===== src/hw/tmz_timer_defs.vh =====
// Constants for the 8-bit timer with shared prescaler.
`ifndef TMZ_TIMER_DEFS_VH
`define TMZ_TIMER_DEFS_VH

// Register byte addresses on the APB slave.
`define TMZ_ADDR_OPTION 12'h000
`define TMZ_ADDR_COUNT 12'h004
`define TMZ_ADDR_INTCTL 12'h008
`define TMZ_ADDR_IRQ_STATUS 12'h00c
`define TMZ_ADDR_IRQ_CLEAR 12'h010
`define TMZ_ADDR_IRQ_ENABLE 12'h014

// Reset values.
`define TMZ_OPTION_RESET 8'hff
`define TMZ_INTCTL_RESET 8'h00
`define TMZ_COUNT_RESET 8'h00

// Option register fields.
`define TMZ_OPT_PULLUP_DIS 7
`define TMZ_OPT_EXT_IRQ_EDGE 6
`define TMZ_OPT_SRC_SEL 5
`define TMZ_OPT_EDGE_SEL 4
`define TMZ_OPT_PSC_ASSIGN 3
`define TMZ_OPT_RATE_HI 2
`define TMZ_OPT_RATE_LO 0

// Interrupt control register fields.
`define TMZ_INT_OVF_IE 5
`define TMZ_INT_OVF_FLAG 2

// Interrupt status, clear and enable layout.
`define TMZ_IRQ_OVF 0

// Timing: phase clocks per instruction cycle, inhibited cycles after a write.
`define TMZ_PHASES 4
`define TMZ_INHIBIT_INSTR 2
`define TMZ_PHASE_Q2 2'h1
`define TMZ_PHASE_Q4 2'h3

`endif


===== src/hw/tmz_timer.v =====
// 8-bit timer/counter with a prescaler shared with the watchdog, on an APB slave.
//
// The APB interface to the registers and the address map are this design's own decisions.
`timescale 1ns/10ps
`default_nettype none
// Functional notes
// - In timer mode without prescaler the count advances by one every instruction cycle.
// - After a write to the count, incrementing is suppressed for the next two instruction cycles.
// - Source select 0 counts instruction cycles, 1 counts transitions of the external count input.
// - In counter mode the count input's falling edge counts when edge select is 1, rising edge when 0.
// - The one prescaler serves either the timer (assign bit 0) or the watchdog (assign bit 1).
// - The rate field gives timer ratios 1:2 to 1:256 and watchdog ratios 1:1 to 1:128.
// - The timer counts undivided only while the prescaler belongs to the watchdog.
// - The prescaler count is hidden from software and a count write clears it when owned by the timer.
// - When owned by the watchdog, the clear-watchdog instruction clears the prescaler.
// - A wrap of the count from ff to 00 sets the overflow flag regardless of the enable.
// - The overflow request is raised only while both overflow flag and overflow enable are set.
// - The counter stops during sleep, so an overflow cannot wake the processor.
// - In counter mode the prescaler output is sampled into the count on the second and fourth phases.
// - The pull-up disable bit turns all port pull-ups off when 1.
// - The external interrupt edge select bit picks the rising edge when 1, falling when 0.
`include "tmz_timer_defs.vh"

module tmz_timer (
    input wire i_ref_clk,              // System clock, 10 MHz.
    input wire i_rst_n,                // Asynchronous reset, active low.
    input wire i_clk_en,               // Freezes all state while low.
    input wire i_psel,                 // APB select.
    input wire i_penable,              // APB enable.
    input wire i_pwrite,               // APB direction, high for write.
    input wire [11:0] i_paddr,         // APB byte address.
    input wire [31:0] i_pwdata,        // APB write data.
    output reg [31:0] o_prdata,        // APB read data.
    output reg o_pready,               // APB ready.
    output reg o_pslverr,              // APB error on unmapped address.
    input wire i_ext_count,            // External count pin, asynchronous.
    input wire i_sleep,                // Processor sleep level.
    input wire i_clear_watchdog,       // Clear-watchdog instruction pulse.
    input wire i_wdt_tick,             // Watchdog base oscillator tick pulse.
    output reg o_wdt_tick,             // Tick into the watchdog counter.
    output reg o_overflow_req,         // Timer overflow interrupt request.
    output reg o_port_pullup_disable,  // All port pull-ups off when high.
    output reg o_ext_irq_edge_select,  // External interrupt on rising edge when high.
    output reg o_irq                   // Level interrupt from the status block.
);

    ////////////////////////////////////////////////////////////////////////////
    // Declarations.

    localparam [4:0] INHIBIT_CLKS = `TMZ_INHIBIT_INSTR * `TMZ_PHASES;

    reg [7:0] option_reg;
    reg [7:0] count_reg;
    reg [7:0] intctl_reg;
    reg [7:0] irq_status_reg;
    reg [7:0] irq_enable_reg;
    reg [7:0] psc_reg;
    reg [1:0] phase_reg;
    reg [4:0] inhibit_reg;
    reg pending_reg;
    reg sync1_reg;
    reg sync2_reg;
    reg sync_prev_reg;

    wire src_ext;
    wire edge_fall;
    wire psc_to_wdt;
    wire [2:0] rate;
    wire [7:0] psc_last;
    wire ext_edge;
    wire tmr_src;
    wire psc_src;
    wire psc_done;
    wire tmr_tick;
    wire sample_phase;
    wire setup;
    wire access;
    wire wr_count;
    wire wr_intctl;
    wire wr_option;
    wire wr_clear;
    wire wr_enable;
    wire incr;
    wire overflow;
    wire [7:0] intctl_next;
    wire [7:0] irq_status_next;

    ////////////////////////////////////////////////////////////////////////////
    // Terminal count of the prescaler for the current owner and rate.

    // Returns ratio minus one: 2 << rate for the timer, 1 << rate for the watchdog.
    function [7:0] psc_terminal;
        input [2:0] r;
        input to_wdt;
        reg [8:0] ratio;
        begin
            ratio = to_wdt ? (9'h001 << r) : (9'h002 << r);
            psc_terminal = ratio[7:0] - 8'h01;
        end
    endfunction

    ////////////////////////////////////////////////////////////////////////////
    // Option decoding and event sources.

    assign src_ext = option_reg[`TMZ_OPT_SRC_SEL];
    assign edge_fall = option_reg[`TMZ_OPT_EDGE_SEL];
    assign psc_to_wdt = option_reg[`TMZ_OPT_PSC_ASSIGN];
    assign rate = option_reg[`TMZ_OPT_RATE_HI:`TMZ_OPT_RATE_LO];
    assign psc_last = psc_terminal(rate, psc_to_wdt);

    // Edge detection reads only the second synchroniser stage and its copy.
    assign ext_edge = edge_fall ? (sync_prev_reg & ~sync2_reg)
                                : (~sync_prev_reg & sync2_reg);

    // Timer mode takes one event per instruction cycle at the fourth phase.
    assign tmr_src = src_ext ? ext_edge : (phase_reg == `TMZ_PHASE_Q4);

    // The prescaler input follows its owner; the other party goes undivided.
    assign psc_src = psc_to_wdt ? i_wdt_tick : tmr_src;
    assign psc_done = psc_src && (psc_reg == psc_last);

    // Without the prescaler the timer takes its source one for one.
    assign tmr_tick = psc_to_wdt ? tmr_src : psc_done;

    assign sample_phase = (phase_reg == `TMZ_PHASE_Q2) || (phase_reg == `TMZ_PHASE_Q4);

    ////////////////////////////////////////////////////////////////////////////
    // APB decoding: writes take effect in the access cycle with ready high.

    assign setup = i_psel && !i_penable;
    assign access = i_psel && i_penable && o_pready;
    assign wr_option = access && i_pwrite && (i_paddr == `TMZ_ADDR_OPTION);
    assign wr_count = access && i_pwrite && (i_paddr == `TMZ_ADDR_COUNT);
    assign wr_intctl = access && i_pwrite && (i_paddr == `TMZ_ADDR_INTCTL);
    assign wr_clear = access && i_pwrite && (i_paddr == `TMZ_ADDR_IRQ_CLEAR);
    assign wr_enable = access && i_pwrite && (i_paddr == `TMZ_ADDR_IRQ_ENABLE);

    // Counting stops while asleep and while a recent count write is inhibiting.
    assign incr = pending_reg && sample_phase && !i_sleep && (inhibit_reg == 5'h00) && !wr_count;
    assign overflow = incr && (count_reg == 8'hff);

    // The hardware set wins over a software clear landing in the same cycle.
    assign intctl_next = wr_intctl ? i_pwdata[7:0] : intctl_reg;
    assign irq_status_next = wr_clear ? (irq_status_reg & ~i_pwdata[7:0]) : irq_status_reg;

    ////////////////////////////////////////////////////////////////////////////
    // External input synchroniser and edge history.

    // Two flops keep a metastable pin level away from the edge detector.
    always @(posedge i_ref_clk or negedge i_rst_n) begin
        if (!i_rst_n) begin
            sync1_reg <= 1'b0;
            sync2_reg <= 1'b0;
            sync_prev_reg <= 1'b0;
        end else if (i_clk_en) begin
            sync1_reg <= i_ext_count;
            sync2_reg <= sync1_reg;
            sync_prev_reg <= sync2_reg;
        end
    end

    ////////////////////////////////////////////////////////////////////////////
    // Phase counter: four system clocks make one instruction cycle.

    always @(posedge i_ref_clk or negedge i_rst_n) begin
        if (!i_rst_n) begin
            phase_reg <= 2'h0;
        end else if (i_clk_en) begin
            phase_reg <= phase_reg + 2'h1;
        end
    end

    ////////////////////////////////////////////////////////////////////////////
    // Prescaler: free-running divider, invisible to software.

    // It is cleared by a count write or a watchdog clear, whichever owner applies.
    always @(posedge i_ref_clk or negedge i_rst_n) begin
        if (!i_rst_n) begin
            psc_reg <= 8'h00;
        end else if (i_clk_en) begin
            if (wr_count && !psc_to_wdt) begin
                psc_reg <= 8'h00;
            end else if (i_clear_watchdog && psc_to_wdt) begin
                psc_reg <= 8'h00;
            end else if (psc_done) begin
                psc_reg <= 8'h00;
            end else if (psc_src && !(i_sleep && !psc_to_wdt)) begin
                psc_reg <= psc_reg + 8'h01;
            end
        end
    end

    ////////////////////////////////////////////////////////////////////////////
    // Watchdog tick output.

    // The watchdog gets the divided tick only while it owns the prescaler.
    always @(posedge i_ref_clk or negedge i_rst_n) begin
        if (!i_rst_n) begin
            o_wdt_tick <= 1'b0;
        end else if (i_clk_en) begin
            o_wdt_tick <= psc_to_wdt ? psc_done : i_wdt_tick;
        end
    end

    ////////////////////////////////////////////////////////////////////////////
    // Pending tick, sampled into the count on the second and fourth phases.

    // Holding the prescaler output until a sample phase aligns external
    // edges to the instruction clock; edges closer than two phases merge.
    always @(posedge i_ref_clk or negedge i_rst_n) begin
        if (!i_rst_n) begin
            pending_reg <= 1'b0;
        end else if (i_clk_en) begin
            if (wr_count) begin
                pending_reg <= 1'b0;
            end else if (tmr_tick && !(i_sleep && !psc_to_wdt)) begin
                pending_reg <= 1'b1;
            end else if (sample_phase) begin
                pending_reg <= 1'b0;
            end
        end
    end

    ////////////////////////////////////////////////////////////////////////////
    // Count register and write inhibit.

    // A write loads the count and blocks increments for two instruction cycles.
    always @(posedge i_ref_clk or negedge i_rst_n) begin
        if (!i_rst_n) begin
            count_reg <= `TMZ_COUNT_RESET;
            inhibit_reg <= 5'h00;
        end else if (i_clk_en) begin
            if (wr_count) begin
                count_reg <= i_pwdata[7:0];
                inhibit_reg <= INHIBIT_CLKS;
            end else begin
                if (inhibit_reg != 5'h00) begin
                    inhibit_reg <= inhibit_reg - 5'h01;
                end
                if (incr) begin
                    count_reg <= count_reg + 8'h01;
                end
            end
        end
    end

    ////////////////////////////////////////////////////////////////////////////
    // Option, interrupt control and interrupt status registers.

    always @(posedge i_ref_clk or negedge i_rst_n) begin
        if (!i_rst_n) begin
            option_reg <= `TMZ_OPTION_RESET;
            intctl_reg <= `TMZ_INTCTL_RESET;
            irq_status_reg <= 8'h00;
            irq_enable_reg <= 8'h00;
        end else if (i_clk_en) begin
            if (wr_option) begin
                option_reg <= i_pwdata[7:0];
            end
            if (wr_enable) begin
                irq_enable_reg <= i_pwdata[7:0];
            end
            // Software writes the whole register, flag included; overflow sets the flag afterwards.
            intctl_reg <= intctl_next;
            if (overflow) begin
                intctl_reg[`TMZ_INT_OVF_FLAG] <= 1'b1;
            end
            irq_status_reg <= irq_status_next;
            if (overflow) begin
                irq_status_reg[`TMZ_IRQ_OVF] <= 1'b1;
            end
        end
    end

    ////////////////////////////////////////////////////////////////////////////
    // Registered side outputs.

    always @(posedge i_ref_clk or negedge i_rst_n) begin
        if (!i_rst_n) begin
            o_overflow_req <= 1'b0;
            o_port_pullup_disable <= 1'b1;
            o_ext_irq_edge_select <= 1'b1;
            o_irq <= 1'b0;
        end else if (i_clk_en) begin
            o_overflow_req <= intctl_reg[`TMZ_INT_OVF_IE] & intctl_reg[`TMZ_INT_OVF_FLAG];
            o_port_pullup_disable <= option_reg[`TMZ_OPT_PULLUP_DIS];
            o_ext_irq_edge_select <= option_reg[`TMZ_OPT_EXT_IRQ_EDGE];
            o_irq <= |(irq_status_reg & irq_enable_reg);
        end
    end

    ////////////////////////////////////////////////////////////////////////////
    // APB answer: data and ready are registered in the setup cycle.

    // Ready rises for exactly one access cycle, so there are no wait states;
    // the read value is the one held at the setup edge.
    always @(posedge i_ref_clk or negedge i_rst_n) begin
        if (!i_rst_n) begin
            o_prdata <= 32'h0000_0000;
            o_pready <= 1'b0;
            o_pslverr <= 1'b0;
        end else if (i_clk_en) begin
            o_pready <= setup;
            o_pslverr <= 1'b0;
            o_prdata <= 32'h0000_0000;
            if (setup) begin
                case (i_paddr)
                    `TMZ_ADDR_OPTION: begin
                        o_prdata <= {24'h000000, option_reg};
                    end
                    `TMZ_ADDR_COUNT: begin
                        o_prdata <= {24'h000000, count_reg};
                    end
                    `TMZ_ADDR_INTCTL: begin
                        o_prdata <= {24'h000000, intctl_reg};
                    end
                    `TMZ_ADDR_IRQ_STATUS: begin
                        o_prdata <= {24'h000000, irq_status_reg};
                    end
                    `TMZ_ADDR_IRQ_ENABLE: begin
                        o_prdata <= {24'h000000, irq_enable_reg};
                    end
                    `TMZ_ADDR_IRQ_CLEAR: begin
                        o_prdata <= 32'h0000_0000;
                    end
                    default: begin
                        o_pslverr <= 1'b1;
                    end
                endcase
            end
        end
    end

endmodule // tmz_timer
`default_nettype wire


===== config.mk =====
export PLATFORM = sky130hd
export DESIGN_NAME = tmz_timer
export DESIGN_NICKNAME = d
export VERILOG_FILES = /design/src/hw/tmz_timer.v
export VERILOG_INCLUDE_DIRS = /design/src /design/src/hw
export SDC_FILE = /design/constraint.sdc
export NUM_CORES = 1
export LEC_CHECK = 0
export BUFFER_PORTS_ARGS = -buffer_cell sky130_fd_sc_hd__buf_2
export CORE_AREA = 10 10 137 139
export CTS_BUF_LIST = sky130_fd_sc_hd__clkbuf_16
export DETAILED_ROUTE_END_ITERATION = 10
export DIE_AREA = 0 0 147 149
export PLACE_DENSITY = 0.54
export SLEW_MARGIN = 20
export SYNTH_ARGS = -nofsm -noshare
export SYNTH_HDL_FRONTEND = slang
export SYNTH_SLANG_ARGS = --single-unit

===== constraint.sdc =====
create_clock -name i_ref_clk -period 3.2 [get_ports i_ref_clk]
set_input_delay 0.8 -clock i_ref_clk [delete_from_list [all_inputs] [get_ports i_ref_clk]]
set_output_delay 0.8 -clock i_ref_clk [all_outputs]
set_load 0.01 [all_outputs]

==> flow_summary.json, run 1 <==
{
  "cts_tree": "done",
  "first_pass_iters": 6,
  "htreeDepth": 3,
  "finalCritPeriodShare_pct": 93.4,
  "crit_type": "reg -> reg",
  "relSlewSlack_pct": 37.3,
  "cpPeakStageDelay_ns": 0.55,
  "antenna_found_initial": 0,
  "fin_skew_ns": 0.00824,
  "syn-instance-count": 414,
  "syn_area_per_cell_sq_um": 10.3,
  "finalPower_uw": 2450,
  "pre_cts_slack_ns": 0.211,
  "clk-insertion-delay-late_ns": 0.34,
  "place_congestion": 0.846,
  "tightest_slew_ns": 0.941,
  "drive_gt1_share_pct": 26.1,
  "clk_path_buf_depth": 2,
  "slew_violations": 0,
  "diodes": 0,
  "dp_hpwl_um": 8260,
  "synth-edff-count": 0,
  "wl_per_cell_um": 16.1,
  "viasPerCell": 4.82,
  "path_cells": "inv_1 > ha_1 > nand2_1 > ha_1 > o31ai_2 > xnor3_1 > nor4_4 > nand4_4 > a31oi_2 > o22ai_1",
  "setup_violations": 0,
  "layout_commonest_cell": "dfrtp_1",
  "core-area_sq_um": 16200,
  "overflow": 0,
  "grt_pass1_wl_um": 18100,
  "cts.sink_count": 74,
  "ios": 93,
  "leakage_uw": 0.00221,
  "cts-hold-fix-buffers": 0,
  "nets": 530,
  "row_count": 47,
  "p_per_area_nw_per_um2": 486,
  "critical-path-slowest-cell": "dfstp_2",
  "groute.usage.overall_pct": 10.2,
  "ys_seq_area_share_pct": 43.6,
  "drt_wl_total_um": 11100,
  "worst_slack_ns": 0.212,
  "synth-async-reset-ratio_pct": 100,
  "drt_iter0_drc": 256,
  "final_antenna_net_count": 0,
  "min_path_type": "reg -> reg",
  "yosys.cell_types.count": 61,
  "critPathMaxFanout": 10,
  "maxCapViolCount": 0,
  "start_util_pct": 26.4,
  "post_cts_buffers": 0,
  "grt_pass1_vias": 3445,
  "critical_path_arrival_ns": 3.20,
  "outcome": "complete, no violations",
  "ys_seq_elements": 74,
  "yosys_warnings": 0,
  "synth_area_sq_um": 4270,
  "cts_resized": 0,
  "end_kind": "flop",
  "dieWidth_um": 147,
  "reg2reg_slack_ns": 0.21,
  "most-common-layout-cells": "dfrtp_1 (64), buf_2 (43), nand2_1 (26)",
  "portBuffers": 44,
  "cts_made_buffers": 9,
  "clk_pin_slew_worst_paths_ns": 0.06,
  "irDropWorstVdd_v": 0.000258,
  "grt_max_degree": 75,
  "vias": 3334,
  "cts_root_buf": "clkbuf_16",
  "finalSetupTns_ns": 0,
  "ys.flop_type": "dfrtp_1",
  "finalCriticalPeriod_ns": 2.99,
  "clock.fmax_ghz": 0.335,
  "drc": 0,
  "nFillCells": 1685,
  "hold_viol_final": 0,
  "rsz0062_at_grt": "no",
  "synthToLayoutAreaGrowth_pct": 18.0,
  "dieHeight_um": 149,
  "cpMostUsedCell": "ha_1",
  "required_ns": 3.41,
  "start_kind": "flop",
  "dieArea_sq_um": 21900
}
==> metrics by stage <==
step | cell area [sq um] | hold slack [ns] | utilization [%] | cells
floorplan | 4360 | 0.467 | - | 437
global placement | 4720 | 0.462 | 29.2 | 676
detailed placement | 4720 | 0.464 | 29.2 | 676
CTS | 5040 | 0.477 | 31.2 | 692
global route | 5040 | 0.501 | 31.2 | 692
finish | 5040 | 0.470 | 31.2 | 692
==> synth_stat cells, drive strengths merged (8+ instances only) <==
master / instances / area, sq um
o21ai: 20 / 100
a21boi: 9 / 67.6
mux2: 25 / 282
xnor2: 9 / 78.8
clkbuf: 8 / 30.0
nor3: 8 / 50.1
inv: 19 / 71.3
dfstp: 10 / 263
nor2: 24 / 90.1
nand3: 10 / 55.1
a22o: 12 / 105
ha: 9 / 113
a31oi: 11 / 75.1
nand2b: 9 / 56.3
o2bb2ai: 8 / 70.1
nand2: 26 / 97.6
nor4: 9 / 114
buf: 31 / 216
dfrtp: 64 / 1600
nand4: 10 / 77.6
a21oi: 15 / 75.1
==> routing by layer <==
layer  GRT usage, %  wire (um)  vias to the layer above
li1               -          -                     1601
met4           3.67        235                        0
met3           3.55        797                       18
met2           15.9       5000                       93
met1           12.8       5110                     1622
met5              0          0                        -
==> logic make-up (layout without fill, tap and decap cells) <==
| logic type | after synthesis | in the layout | share of synthesized area (%) |
|---|---|---|---|
| compound gates | 113 | 113 | 19.3 |
| xor+xnor | 12 | 12 | 2.78 |
| fa+ha+maj | 9 | 9 | 2.64 |
| buf+inv | 58 | 93 | 7.44 |
| flops | 74 | 74 | 43.6 |
| mux | 30 | 30 | 7.76 |
| other cells | 1 | 24 | 0.0878 |
| simple gates | 117 | 117 | 16.4 |
==> where the power goes <==
group	switching, uW	internal [uW]	total, uW	leakage [uW]
clock network	408	684	1090	0.000163
logic	172	121	293	0.00107
registers	63.3	1000	1070	0.000968
total	643	1810	2450	0.00221
==> critical path: cells and delay by family, from the launching register on <==
family	cells	cell delay, ns
flip-flops	1	0.55
XOR/XNOR	1	0.41
AO/OA/AOI/OAI	3	0.44
buffers and inverters	1	0.06
AND/OR/NAND/NOR	3	0.73
adder cells (fa/ha/maj)	2	0.69
==> worst paths after layout <==
path	end	startpoint	depth (start not counted)
max reg2reg	psc_reg[1]	option_reg[0]	10
min reg2reg	o_prdata[0]	o_prdata[0]	1
max in group asynchronous	psc_reg[5]	i_rst_n	1
min	o_prdata[0]	o_prdata[0]	1
min in group asynchronous	intctl_reg[5]	i_rst_n	1
max	psc_reg[1]	option_reg[0]	10
==> area by class of cell <==
class	instances	area [sq um]	share of cell area, %
flip-flops and latches	74	1860	37.0
repair buffers	58	328	6.50
well taps	220	275	5.46
clock buffers	9	225	4.47
multi-input cells	305	2190	43.3
clock inverters	7	93.8	1.86
inverters	19	71.3	1.41
Note: power is estimated with default switching activity, not from simulation.
==> run 2: changes to the inputs <==
==> constraint.sdc (replaced) <==
create_clock -name i_ref_clk -period 3.7 [get_ports i_ref_clk]
set_input_delay 0.925 -clock i_ref_clk [delete_from_list [all_inputs] [get_ports i_ref_clk]]
set_output_delay 0.925 -clock i_ref_clk [all_outputs]
set_load 0.01 [all_outputs]
==> flow_summary.json, run 2 (synthesis gave the netlist of run 1 again) <==
{
  "outcome": "complete, no violations",
  "slew_violations": 0,
  "htreeDepth": 3,
  "clock.fmax_ghz": 0.323,
  "cts_resized": 0,
  "portBuffers": 44,
  "grt_max_degree": 75,
  "critical_path_arrival_ns": 3.31,
  "finalPower_uw": 2090,
  "maxCapViolCount": 0,
  "finalSetupTns_ns": 0,
  "worst_slack_ns": 0.602,
  "drt_wl_total_um": 11100,
  "post_cts_buffers": 0,
  "pre_cts_slack_ns": 0.601,
  "leakage_uw": 0.00216,
  "clk-insertion-delay-late_ns": 0.34,
  "end_kind": "flop",
  "drc": 0,
  "irDropWorstVdd_v": 0.000222,
  "place_congestion": 0.854,
  "rsz0062_at_grt": "no",
  "cts-hold-fix-buffers": 0,
  "drt_iter0_drc": 249,
  "crit_type": "reg -> reg",
  "dp_cells": 670,
  "relSlewSlack_pct": 35.8,
  "first_pass_iters": 4,
  "diodes": 0,
  "core-area_sq_um": 16200,
  "vias": 3315,
  "cts_tree": "done",
  "dieWidth_um": 147,
  "busiest_layer": "met2",
  "start_kind": "flop",
  "most-common-layout-cells": "dfrtp_1 (64), buf_2 (43), nand2_1 (26)",
  "wl_per_cell_um": 16.1,
  "setup_violations": 0,
  "groute.usage.overall_pct": 10.2,
  "hold_viol_final": 0,
  "finalCriticalPeriod_ns": 3.10,
  "grt.met3_usage_pct": 3.37,
  "cts_made_buffers": 9,
  "required_ns": 3.92,
  "dieArea_sq_um": 21900,
  "finalCritPeriodShare_pct": 83.7,
  "row_count": 47,
  "critPathMaxFanout": 14,
  "hold_ws_ns": 0.474,
  "final_cells": 686,
  "dp_hpwl_um": 8260,
  "min_path_type": "reg -> reg",
  "layout_commonest_cell": "dfrtp_1",
  "grt_pass1_wl_um": 18400,
  "cts.sink_count": 74,
  "cts_root_buf": "clkbuf_16",
  "synthToLayoutAreaGrowth_pct": 16.7,
  "viasPerCell": 4.83,
  "clk_pin_slew_worst_paths_ns": 0.07,
  "antenna_found_initial": 0,
  "final_antenna_net_count": 0,
  "p_per_area_nw_per_um2": 418,
  "use_met1_pct": 13.5,
  "start_util_pct": 26.4,
  "clk_path_buf_depth": 2,
  "ios": 93,
  "drive_gt1_share_pct": 25.5,
  "tightest_slew_ns": 0.936,
  "nets": 524,
  "dieHeight_um": 149,
  "fin_skew_ns": 0.00953,
  "grt_pass1_vias": 3422,
  "overflow": 0,
  "grt_use_met2_pct": 15.8
}
run 2: power breakdown:
| group | total [uW] | internal (uW) | switching, uW |
|---|---|---|---|
| clock network | 909 | 534 | 375 |
| registers | 923 | 869 | 53.9 |
| logic | 254 | 104 | 150 |
| total | 2090 | 1510 | 579 |
run 2: cell type report:
cell class	instances	area [sq um]
Clock buffer	9	225
Clock inverter	7	81.3
Fill cell	1637	11200
Inverter	19	71.3
Multi-Input combinational cell	305	2190
Sequential cell	74	1860
Tap cell	220	275
Timing Repair Buffer	52	283
run 2: path summary, 6_finish.rpt:
path	from	to	slack [ns]	depth (start not counted)
setup / recovery	option_reg[3]	psc_reg[2]	0.60	9
hold / removal	o_prdata[7]	o_prdata[7]	0.47	1
setup reg to reg	option_reg[3]	psc_reg[2]	0.60	9
hold reg to reg	o_prdata[7]	o_prdata[7]	0.47	1
max in group asynchronous	i_rst_n	psc_reg[7]	2.34	1
min in group asynchronous	i_rst_n	o_prdata[4]	0.73	1
run 2: worst max-delay path, cell delays in order, from the launching register on:
cell and delay [ns]:
dfstp_2 0.63, ha_1 0.45, nand2_1 0.11, ha_1 0.29, o31ai_2 0.10, xnor3_1 0.40
nor4_4 0.40, nand4_4 0.23, nand3_1 0.23, o22ai_1 0.12
run 2: metrics by stage:
step / utilization [%] / instance area [sq um]
after CTS: 30.8 / 4990
final: 30.8 / 4990
after floorplan: - / 4360
after global placement: 28.9 / 4680
after detailed placement: 28.9 / 4680
after global routing: 30.8 / 4990
run 2: layer usage:
metal	routed length (um)	part of all wire, %
met4	157	1.4
met5	0	0
met2	5040	46
met3	682	6.2
met1	5170	47
